[src/include/scpf_params.svh]
// offsets, field positions, reset values and frame sizes of the serial control port
// assumes byte-wide registers on a 13-bit address space
`ifndef SCPF_PARAMS_SVH
`define SCPF_PARAMS_SVH

`define SCPF_ADDR_W          13
`define SCPF_INSTR_LAST      4'hf
`define SCPF_BYTE_LAST       3'h7
`define SCPF_INSTR_RW_BIT    15
`define SCPF_INSTR_LEN_HI    14
`define SCPF_INSTR_LEN_LO    13
`define SCPF_LEN_STREAM      2'h3

`define SCPF_ADDR_CFG        13'h0000
`define SCPF_ADDR_ID_LOW     13'h0002
`define SCPF_ADDR_ID_HIGH    13'h0003
`define SCPF_ADDR_OPT        13'h0004
`define SCPF_ADDR_UPD        13'h0005
`define SCPF_ADDR_PD         13'h0010

`define SCPF_CFG_RESET       8'h18
`define SCPF_OPT_RESET       8'h00
`define SCPF_PD_RESET        8'h00

`define SCPF_CFG_SDO_BIT     7
`define SCPF_CFG_LSB_BIT     6
`define SCPF_CFG_SRST_BIT    5
`define SCPF_CFG_LSB_MASK    8'h42
`define SCPF_OPT_RDBUF_BIT   0
`define SCPF_OPT_MASK        8'h01
`define SCPF_UPD_BIT         0

`endif

[src/include/scpf_pkg.sv]
// types shared by the serial control port design files
// assumes scpf_params.svh supplies the numeric constants
package scpf_pkg;

    typedef enum logic [1:0] {
        scpf_instr,
        scpf_data,
        scpf_done
    } scpf_state_t;

    typedef logic [12:0] scpf_addr_t;
    typedef logic [7:0]  scpf_byte_t;

endpackage

[src/hw/scpf_core.sv]
// serial control port: framing, bit order, address stepping and the head registers
// assumes sclk, select and data pins are asynchronous and slow against clock
// (at least four clock periods per sclk phase); the pad merges out and oe_n.
`timescale 1ns/10ps
`include "scpf_params.svh"
module scpf_core
    import scpf_pkg::*;
#(
    parameter logic [7:0] IDENT_LOW  = 8'h5a, // arbitrary value
    parameter logic [7:0] IDENT_HIGH = 8'hc3, // arbitrary value
    parameter int         FIFO_DEPTH = 8
) (
    input  wire logic       clock,
    input  wire logic       sys_rst,
    input  wire logic       sclk_pin,
    input  wire logic       select_n_pin,
    input  wire logic       sdio_in,
    output logic            sdio_out,
    output logic            sdio_oe_n,
    output logic            separate_read_output,
    output logic            separate_read_output_oe_n,
    input  wire logic       update_pin,
    output logic      [7:0] power_down_and_enable,
    output logic            lsb_first_active,
    output logic            write_overrun
);
    localparam int FW = `SCPF_ADDR_W + 8;

    // pin synchronisers
    logic sclk_meta, sclk_sync, sclk_prev;
    logic sel_meta, select_n_sync;
    logic sdio_meta, sdio_sync;
    logic upd_meta, upd_sync, upd_prev;
    logic sclk_rise, sclk_fall, upd_rise;

    // serial framing
    scpf_state_t state;
    logic [3:0]  bit_cnt;
    logic [15:0] shift;
    logic [15:0] next_shift;
    scpf_byte_t  rx_byte;
    logic        xfer_lsb;
    logic        is_read;
    logic        stream;
    logic [1:0]  bytes_left;
    scpf_addr_t  cur_addr;
    scpf_addr_t  next_addr;
    scpf_addr_t  instr_addr;
    scpf_byte_t  out_shift;
    logic        out_bit;
    logic        drive_en;

    // write path
    logic          push_valid;
    logic [FW-1:0] push_data;
    logic          push_ready;
    logic          drain_valid;
    logic          drain_ready;
    logic [FW-1:0] drain_data;
    scpf_addr_t    wr_addr;
    scpf_byte_t    wr_data;

    // registers
    scpf_byte_t cfg_buf;
    scpf_byte_t cfg_act;
    scpf_byte_t options;
    scpf_byte_t pd_buf;
    logic       commit_req;
    logic       commit_now;
    logic       soft_rst;
    logic       core_rst;

    function automatic scpf_byte_t mirror(input scpf_byte_t d);
        scpf_byte_t r;
        for (int i = 0; i < 8; i++) begin
            r[i] = d[7-i];
        end
        return d | r;
    endfunction

    function automatic scpf_byte_t read_reg(input scpf_addr_t a, input scpf_byte_t cb,
                                            input scpf_byte_t ca, input scpf_byte_t op,
                                            input scpf_byte_t pb, input scpf_byte_t pa);
        logic rb;
        rb = op[`SCPF_OPT_RDBUF_BIT];
        case (a)
            `SCPF_ADDR_CFG:     return rb ? cb : ca;
            `SCPF_ADDR_ID_LOW:  return IDENT_LOW;
            `SCPF_ADDR_ID_HIGH: return IDENT_HIGH;
            `SCPF_ADDR_OPT:     return op;
            `SCPF_ADDR_PD:      return rb ? pb : pa;
            default:            return 8'h00;
        endcase
    endfunction

    always_ff @(posedge clock) begin
        if (sys_rst) begin
            sclk_meta     <= 1'b0;
            sclk_sync     <= 1'b0;
            sclk_prev     <= 1'b0;
            sel_meta      <= 1'b1;
            select_n_sync <= 1'b1;
            sdio_meta     <= 1'b0;
            sdio_sync     <= 1'b0;
            upd_meta      <= 1'b0;
            upd_sync      <= 1'b0;
            upd_prev      <= 1'b0;
        end else begin
            sclk_meta     <= sclk_pin;
            sclk_sync     <= sclk_meta;
            sclk_prev     <= sclk_sync;
            sel_meta      <= select_n_pin;
            select_n_sync <= sel_meta;
            sdio_meta     <= sdio_in;
            sdio_sync     <= sdio_meta;
            upd_meta      <= update_pin;
            upd_sync      <= upd_meta;
            upd_prev      <= upd_sync;
        end
    end

    assign sclk_rise = sclk_sync && !sclk_prev;
    assign sclk_fall = !sclk_sync && sclk_prev;
    assign upd_rise  = upd_sync && !upd_prev;
    assign core_rst  = sys_rst || soft_rst;

    // both orders end with the whole word aligned after 16 shifts
    assign next_shift = xfer_lsb ? {sdio_sync, shift[15:1]}
                                 : {shift[14:0], sdio_sync};
    assign rx_byte    = xfer_lsb ? next_shift[15:8] : next_shift[7:0];
    assign instr_addr = next_shift[`SCPF_ADDR_W-1:0];
    // 13-bit wrap at either end, no address is ever skipped
    assign next_addr  = xfer_lsb ? cur_addr + 13'h0001
                                 : cur_addr - 13'h0001;

    // bit order is frozen while selected, picked up while deselected (also across a stall) and before the first instruction bit
    always_ff @(posedge clock) begin
        if (core_rst) begin
            xfer_lsb <= 1'b0;
        end else if (select_n_sync || (state == scpf_instr && bit_cnt == 4'h0)) begin
            xfer_lsb <= cfg_act[`SCPF_CFG_LSB_BIT];
        end
    end

    always_ff @(posedge clock) begin
        if (core_rst) begin
            state      <= scpf_instr;
            bit_cnt    <= 4'h0;
            shift      <= 16'h0000;
            is_read    <= 1'b0;
            stream     <= 1'b0;
            bytes_left <= 2'h0;
            cur_addr   <= 13'h0000;
            push_valid <= 1'b0;
            push_data  <= '0;
        end else begin
            push_valid <= 1'b0;
            if (select_n_sync) begin
                // a stall is only legal on a byte boundary of a counted frame
                if (bit_cnt[2:0] != 3'h0 || stream || state == scpf_done) begin
                    state   <= scpf_instr;
                    bit_cnt <= 4'h0;
                    stream  <= 1'b0;
                end
            end else if (sclk_rise && state != scpf_done) begin
                shift   <= next_shift;
                bit_cnt <= bit_cnt + 4'h1;
                if (state == scpf_instr && bit_cnt == `SCPF_INSTR_LAST) begin
                    is_read  <= next_shift[`SCPF_INSTR_RW_BIT];
                    stream   <= next_shift[`SCPF_INSTR_LEN_HI:`SCPF_INSTR_LEN_LO]
                                == `SCPF_LEN_STREAM;
                    bytes_left <= next_shift[`SCPF_INSTR_LEN_HI:`SCPF_INSTR_LEN_LO]
                                  + 2'h1;
                    cur_addr <= instr_addr;
                    state    <= scpf_data;
                    bit_cnt  <= 4'h0;
                end else if (state == scpf_data && bit_cnt[2:0] == `SCPF_BYTE_LAST) begin
                    bit_cnt  <= 4'h0;
                    cur_addr <= next_addr;
                    if (!is_read) begin
                        push_valid <= 1'b1;
                        push_data  <= {cur_addr, rx_byte};
                    end
                    if (!stream) begin
                        bytes_left <= bytes_left - 2'h1;
                        if (bytes_left == 2'h1) begin
                            state <= scpf_done;
                        end
                    end
                end
            end
        end
    end

    // read shifter: loaded when a byte boundary passes, shifted on falling edges
    always_ff @(posedge clock) begin
        if (core_rst) begin
            out_shift <= 8'h00;
            out_bit   <= 1'b0;
        end else if (!select_n_sync && sclk_rise) begin
            if (state == scpf_instr && bit_cnt == `SCPF_INSTR_LAST) begin
                out_shift <= read_reg(instr_addr, cfg_buf, cfg_act, options,
                                      pd_buf, power_down_and_enable);
            end else if (state == scpf_data && bit_cnt[2:0] == `SCPF_BYTE_LAST) begin
                out_shift <= read_reg(next_addr, cfg_buf, cfg_act, options,
                                      pd_buf, power_down_and_enable);
            end
        end else if (!select_n_sync && sclk_fall && state == scpf_data && is_read) begin
            out_bit   <= xfer_lsb ? out_shift[0] : out_shift[7];
            out_shift <= xfer_lsb ? {1'b0, out_shift[7:1]} : {out_shift[6:0], 1'b0};
        end
    end

    assign drive_en = !select_n_sync && is_read && state == scpf_data;

    always_ff @(posedge clock) begin
        if (core_rst) begin
            sdio_out                  <= 1'b0;
            separate_read_output      <= 1'b0;
            sdio_oe_n                 <= 1'b1;
            separate_read_output_oe_n <= 1'b1;
        end else begin
            sdio_out                  <= out_bit;
            separate_read_output      <= out_bit;
            sdio_oe_n                 <= !(drive_en && !cfg_act[`SCPF_CFG_SDO_BIT]);
            separate_read_output_oe_n <= !(drive_en && cfg_act[`SCPF_CFG_SDO_BIT]);
        end
    end

    // decouples the serial side from register writes; drain stalls on commits
    scpf_fifo #(
        .WIDTH (FW),
        .DEPTH (FIFO_DEPTH)
    ) u_wr_fifo (
        .clock     (clock),
        .sys_rst   (core_rst),
        .in_valid  (push_valid),
        .in_ready  (push_ready),
        .in_data   (push_data),
        .out_valid (drain_valid),
        .out_ready (drain_ready),
        .out_data  (drain_data)
    );

    assign commit_now  = commit_req || upd_rise;
    assign drain_ready = !commit_now;
    assign wr_addr     = drain_data[FW-1:8];
    assign wr_data     = drain_data[7:0];

    always_ff @(posedge clock) begin
        if (sys_rst) begin
            write_overrun <= 1'b0;
        end else if (push_valid && !push_ready) begin
            write_overrun <= 1'b1;
        end
    end

    // lsb pair only takes effect on commit; the other pairs are live
    always_ff @(posedge clock) begin
        if (core_rst) begin
            cfg_buf               <= `SCPF_CFG_RESET;
            cfg_act               <= `SCPF_CFG_RESET;
            options               <= `SCPF_OPT_RESET;
            pd_buf                <= `SCPF_PD_RESET;
            power_down_and_enable <= `SCPF_PD_RESET;
            commit_req            <= 1'b0;
            soft_rst              <= 1'b0;
        end else begin
            if (commit_now) begin
                commit_req <= 1'b0;
                cfg_act    <= (cfg_act & ~`SCPF_CFG_LSB_MASK)
                              | (cfg_buf & `SCPF_CFG_LSB_MASK);
                power_down_and_enable <= pd_buf;
            end else if (drain_valid) begin
                case (wr_addr)
                    `SCPF_ADDR_CFG: begin
                        cfg_buf  <= mirror(wr_data);
                        cfg_act  <= (mirror(wr_data) & ~`SCPF_CFG_LSB_MASK)
                                    | (cfg_act & `SCPF_CFG_LSB_MASK);
                        soft_rst <= wr_data[`SCPF_CFG_SRST_BIT] | wr_data[7-`SCPF_CFG_SRST_BIT];
                    end
                    `SCPF_ADDR_OPT: begin
                        options <= wr_data & `SCPF_OPT_MASK;
                    end
                    `SCPF_ADDR_UPD: begin
                        commit_req <= wr_data[`SCPF_UPD_BIT];
                    end
                    `SCPF_ADDR_PD: begin
                        pd_buf <= wr_data;
                    end
                    default: begin
                    end
                endcase
            end
        end
    end

    always_ff @(posedge clock) begin
        if (core_rst) begin
            lsb_first_active <= 1'b0;
        end else begin
            lsb_first_active <= cfg_act[`SCPF_CFG_LSB_BIT];
        end
    end
endmodule

[src/hw/scpf_fifo.sv]
// small fifo with registered read data, valid and ready on both sides
// assumes depth is a power of two; single clock, synchronous reset
`timescale 1ns/10ps
module scpf_fifo #(
    parameter int WIDTH = 21,
    parameter int DEPTH = 8
) (
    input  wire logic             clock,
    input  wire logic             sys_rst,
    input  wire logic             in_valid,
    output logic                  in_ready,
    input  wire logic [WIDTH-1:0] in_data,
    output logic                  out_valid,
    input  wire logic             out_ready,
    output logic      [WIDTH-1:0] out_data
);
    localparam int AW = $clog2(DEPTH);

    logic [WIDTH-1:0] mem [DEPTH];
    logic [AW-1:0]    wr_ptr;
    logic [AW-1:0]    rd_ptr;
    logic [AW:0]      count;
    logic             push;
    logic             pop;

    assign in_ready = (count < (AW+1)'(DEPTH));
    assign push     = in_valid && in_ready;
    // output stage refills whenever it is empty or being taken
    assign pop      = (count != '0) && (!out_valid || out_ready);

    always_ff @(posedge clock) begin
        if (push) begin
            mem[wr_ptr] <= in_data;
        end
    end

    always_ff @(posedge clock) begin
        if (sys_rst) begin
            wr_ptr <= '0;
            rd_ptr <= '0;
            count  <= '0;
        end else begin
            if (push) begin
                wr_ptr <= wr_ptr + AW'(1);
            end
            if (pop) begin
                rd_ptr <= rd_ptr + AW'(1);
            end
            if (push && !pop) begin
                count <= count + (AW+1)'(1);
            end else if (pop && !push) begin
                count <= count - (AW+1)'(1);
            end
        end
    end

    always_ff @(posedge clock) begin
        if (sys_rst) begin
            out_valid <= 1'b0;
            out_data  <= '0;
        end else if (pop) begin
            out_valid <= 1'b1;
            out_data  <= mem[rd_ptr];
        end else if (out_ready) begin
            out_valid <= 1'b0;
        end
    end
endmodule

[config.mk]
export PLATFORM = sky130hd
export DESIGN_NAME = scpf_core
export DESIGN_NICKNAME = d
export VERILOG_FILES = /design/src/include/scpf_pkg.sv /design/src/hw/scpf_core.sv /design/src/hw/scpf_fifo.sv
export VERILOG_INCLUDE_DIRS = /design/src /design/src/include
export SDC_FILE = /design/constraint.sdc
export NUM_CORES = 1
export LEC_CHECK = 0
export BUFFER_PORTS_ARGS = -buffer_cell sky130_fd_sc_hd__buf_2
export CORE_MARGIN = 2
export CORE_UTILIZATION = 45
export DETAILED_ROUTE_END_ITERATION = 8
export PLACE_DENSITY = 0.58
export SYNTH_ARGS = -nofsm -noshare
export SYNTH_HDL_FRONTEND = slang
export SYNTH_SLANG_ARGS = --single-unit
[constraint.sdc]
create_clock -name clock -period 3.5 [get_ports clock]
set_clock_uncertainty 0.15 [all_clocks]
set_input_delay 0.525 -clock clock [delete_from_list [all_inputs] [get_ports clock]]
set_output_delay 0.525 -clock clock [all_outputs]
set_load 0.1 [all_outputs]
==> results.txt <==
Design Area, Final: 15400 um2
fin crit period: 3.28 ns
clock tree from TritonCTS: yes
kind of critical path: reg -> reg
MaxCap Viol Count: 0
Die Wd: 178 um
largest net degree at the start of global routing: 96
async set-reset flop share out of synthesis: 0
# rows: 63
DIE HEIGHT: 178 um
Max-slew headroom: 0.354
die area: 31600 um2
GR Util All Layers: 0.208
Final #Nets: 1186
fmax: 305 MHz
EDFF count, synth: 168
most common cell after layout, fill and taps aside: edfxtp_1
DRT iter0 DRCs: 865
Leak: 5.22 nW
RePlAce Congestion: 0.856
hold_buf cts: 0
cts bufs inserted: 35
area of the multi-input gates: 5400 um2
Worst Hold Class: in -> reg
commonest cells after routing, fill and taps aside: edfxtp_1 (168), dfxtp_1 (141), nor2_1 (121), nand2_1 (98), a21oi_1 (78)
clock buffer depth: 3
Reg clk slew, reported paths: 0.06 ns
Worst EP arrival: 3.56 ns
initial antenna violation count: 0
gr ovfl total: 0
share of layout cells above drive strength 1: 0.171
Crit Path Max Fanout: 19
max-slew violation count: 0
CP endpoint kind: register
cell area after synthesis: 13600 um2
post-synthesis sequential area ratio: 0.583
via/cell ratio: 5.75
filler instances: 2537
DRT Pass-1 Iters: 5
fin cells: 1571
Final Hold Fails: 0
Post-DRT Antenna Nets: 0
H-tree lvl count: 2
vias in the first global route: 8635
Area after DPL: 14300 um2
Final setup viols: 0
Tcrit/Tclk final: 0.938
TritonCTS Sinks: 312
Main synth FF type: edfxtp_1
Post-DP HPWL: 21.1 mm
FF+latch area: 7930 um2
final worst setup slack: 0.216 ns
CTS root buf: clkbuf_16
# DRC: 0
worst hold slack: 0.0539 ns
I/O pin count: 20
YS warnings: 0
area of the core: 29700 um2
CP required: 3.78 ns
Routed WL per cell: 20.7 um
status: finished, final reports clean
Synth Register Bits: 312
Clock Latency Late Sink: 0.51 ns
via count: 9034
Initial Util: 0.458
Pwr per Cell Area: 599 nW/um2
Syn Nets: 1160
worst-margin pin slew: 0.960 ns
# diodes: 0
Max VDD drop: 0.000301 V
Area Overhead vs Synth: 13.4%
Routed Wire Length: 32.5 mm
crit path launch type: register
first-pass GRT wire length: 50.4 mm
Post-Syn Instances: 1128
Yosys cell types: 78
average size of a mapped cell: 12.1 um2
TNS Setup: 0 ns
pre-CTS WS: 0.256 ns
Buffers on Ports: 19
placed instance count: 1506
==> worst max-delay path, stage by stage, from the launching register on <==
cell and delay (ns):
dfxtp_2 0.35, inv_2 0.31, ha_1 0.34, and2b_1 0.22, o2111ai_2 0.27, a211oi_1 0.17
or4_4 0.46, a211oi_4 0.51, nand4b_1 0.19, a211oi_2 0.23
==> through the flow <==
stage	utilization	power, W
floorplan	-	0.00525
finish	0.519	0.00924
detailed placement	0.480	0.00566
global placement	0.480	0.00564
CTS	0.519	0.00934
global route	0.519	0.00963
==> cell type report <==
class	count	share of cell area
multi-input combinational	737	0.350
clock inverter	11	0.0102
inverter	13	0.00316
tap	390	0.0316
clock buffer	53	0.0657
sequential	312	0.514
timing repair buffer	55	0.0253
==> path summary, 6_finish.rpt <==
path / start / cells after the start / slack (ns) / to
hold reg to reg: sel_meta$_SDFF_PP1_ / 1 / 0.26 / select_n_sync$_SDFF_PP1_
setup / recovery: xfer_lsb$_SDFFE_PP0P_ / 9 / 0.22 / out_shift[0]$_SDFFE_PP0P_
hold / removal: select_n_pin / 2 / 0.05 / sel_meta$_SDFF_PP1_
setup reg to reg: xfer_lsb$_SDFFE_PP0P_ / 9 / 0.22 / out_shift[0]$_SDFFE_PP0P_
==> registers in the layout, indices dropped and copies added (netlist names), 4 cells and up <==
register / cells
bit_cnt: 4
cfg_act: 4
cfg_buf: 4
cur_addr: 13
out_shift: 8
pd_buf: 8
power_down_and_enable: 8
push_data: 21
shift: 16
u_wr_fifo.count: 4
u_wr_fifo.mem: 168
u_wr_fifo.out_data: 21
==> report_power, final <==
part / internal [W] / switching, W / leakage, nW
registers: 0.00399 / 0.000232 / 2.73
clock network: 0.00224 / 0.00144 / 0.554
logic: 0.000661 / 0.000676 / 1.93
total: 0.00689 / 0.00235 / 5.22
==> cell families (layout without fill, tap and decap cells) <==
| group | after synthesis | count (layout) | share of synthesized area |
|---|---|---|---|
| DFF | 312 | 312 | 0.583 |
| muxes | 112 | 112 | 0.123 |
| AOI/OAI and AO/OA | 223 | 223 | 0.111 |
| xor gates and xnor gates | 12 | 12 | 0.00773 |
| buffers and inverters | 79 | 132 | 0.0231 |
| and+or+nand+nor | 364 | 364 | 0.127 |
| adders and majority gates | 26 | 26 | 0.0250 |
==> repair_timing <==
action | in CTS | in global routing
setup buffers | 0 | 1
setup endpoints to repair | 0 | 9
resized for setup | 0 | 1
==> cell usage after synthesis (3+ instances only) <==
| cell type | number | area share |
|---|---|---|
| nor3_1 | 26 | 0.0096 |
| o31ai_1 | 3 | 0.0017 |
| a22oi_1 | 5 | 0.0028 |
| o21ai_0 | 17 | 0.0063 |
| dfxtp_1 | 144 | 0.21 |
| nand3b_1 | 3 | 0.0017 |
| mux2i_1 | 51 | 0.038 |
| a311oi_1 | 6 | 0.0039 |
| buf_1 | 13 | 0.0036 |
| nor2b_1 | 20 | 0.0092 |
| a31oi_1 | 8 | 0.0037 |
| o21ai_1 | 4 | 0.0015 |
| inv_1 | 11 | 0.0030 |
| ha_1 | 24 | 0.022 |
| a221oi_1 | 9 | 0.0058 |
| or2_2 | 6 | 0.0028 |
| edfxtp_1 | 168 | 0.37 |
| nand4b_1 | 3 | 0.0019 |
| a21oi_1 | 79 | 0.029 |
| a211oi_1 | 52 | 0.029 |
| o211ai_1 | 5 | 0.0028 |
| buf_2 | 11 | 0.0040 |
| xnor2_1 | 6 | 0.0039 |
| a21boi_0 | 4 | 0.0022 |
| and4_1 | 3 | 0.0019 |
| nor4_1 | 7 | 0.0032 |
| nor2_1 | 127 | 0.035 |
| nand3_1 | 19 | 0.0070 |
| mux4_2 | 42 | 0.070 |
| xor2_1 | 6 | 0.0039 |
| and3b_1 | 3 | 0.0019 |
| a21o_1 | 4 | 0.0022 |
| clkbuf_1 | 41 | 0.011 |
| nand2_1 | 98 | 0.027 |
| or3_1 | 7 | 0.0032 |
| nand4_1 | 4 | 0.0018 |
| a211o_1 | 3 | 0.0019 |
| mux2_2 | 19 | 0.016 |
| or3b_1 | 5 | 0.0032 |
| nand2b_1 | 10 | 0.0046 |
| and2_1 | 6 | 0.0028 |
==> per-layer routing <==
metal | vias up | GRT usage | routed length, um
li1 | 4289 | - | -
met1 | 4488 | 0.307 | 15500
met2 | 218 | 0.329 | 15000
met3 | 39 | 0.0259 | 1440
met4 | 0 | 0.0447 | 492
met5 | - | 0 | 0
(Power assumes the default switching activity.)
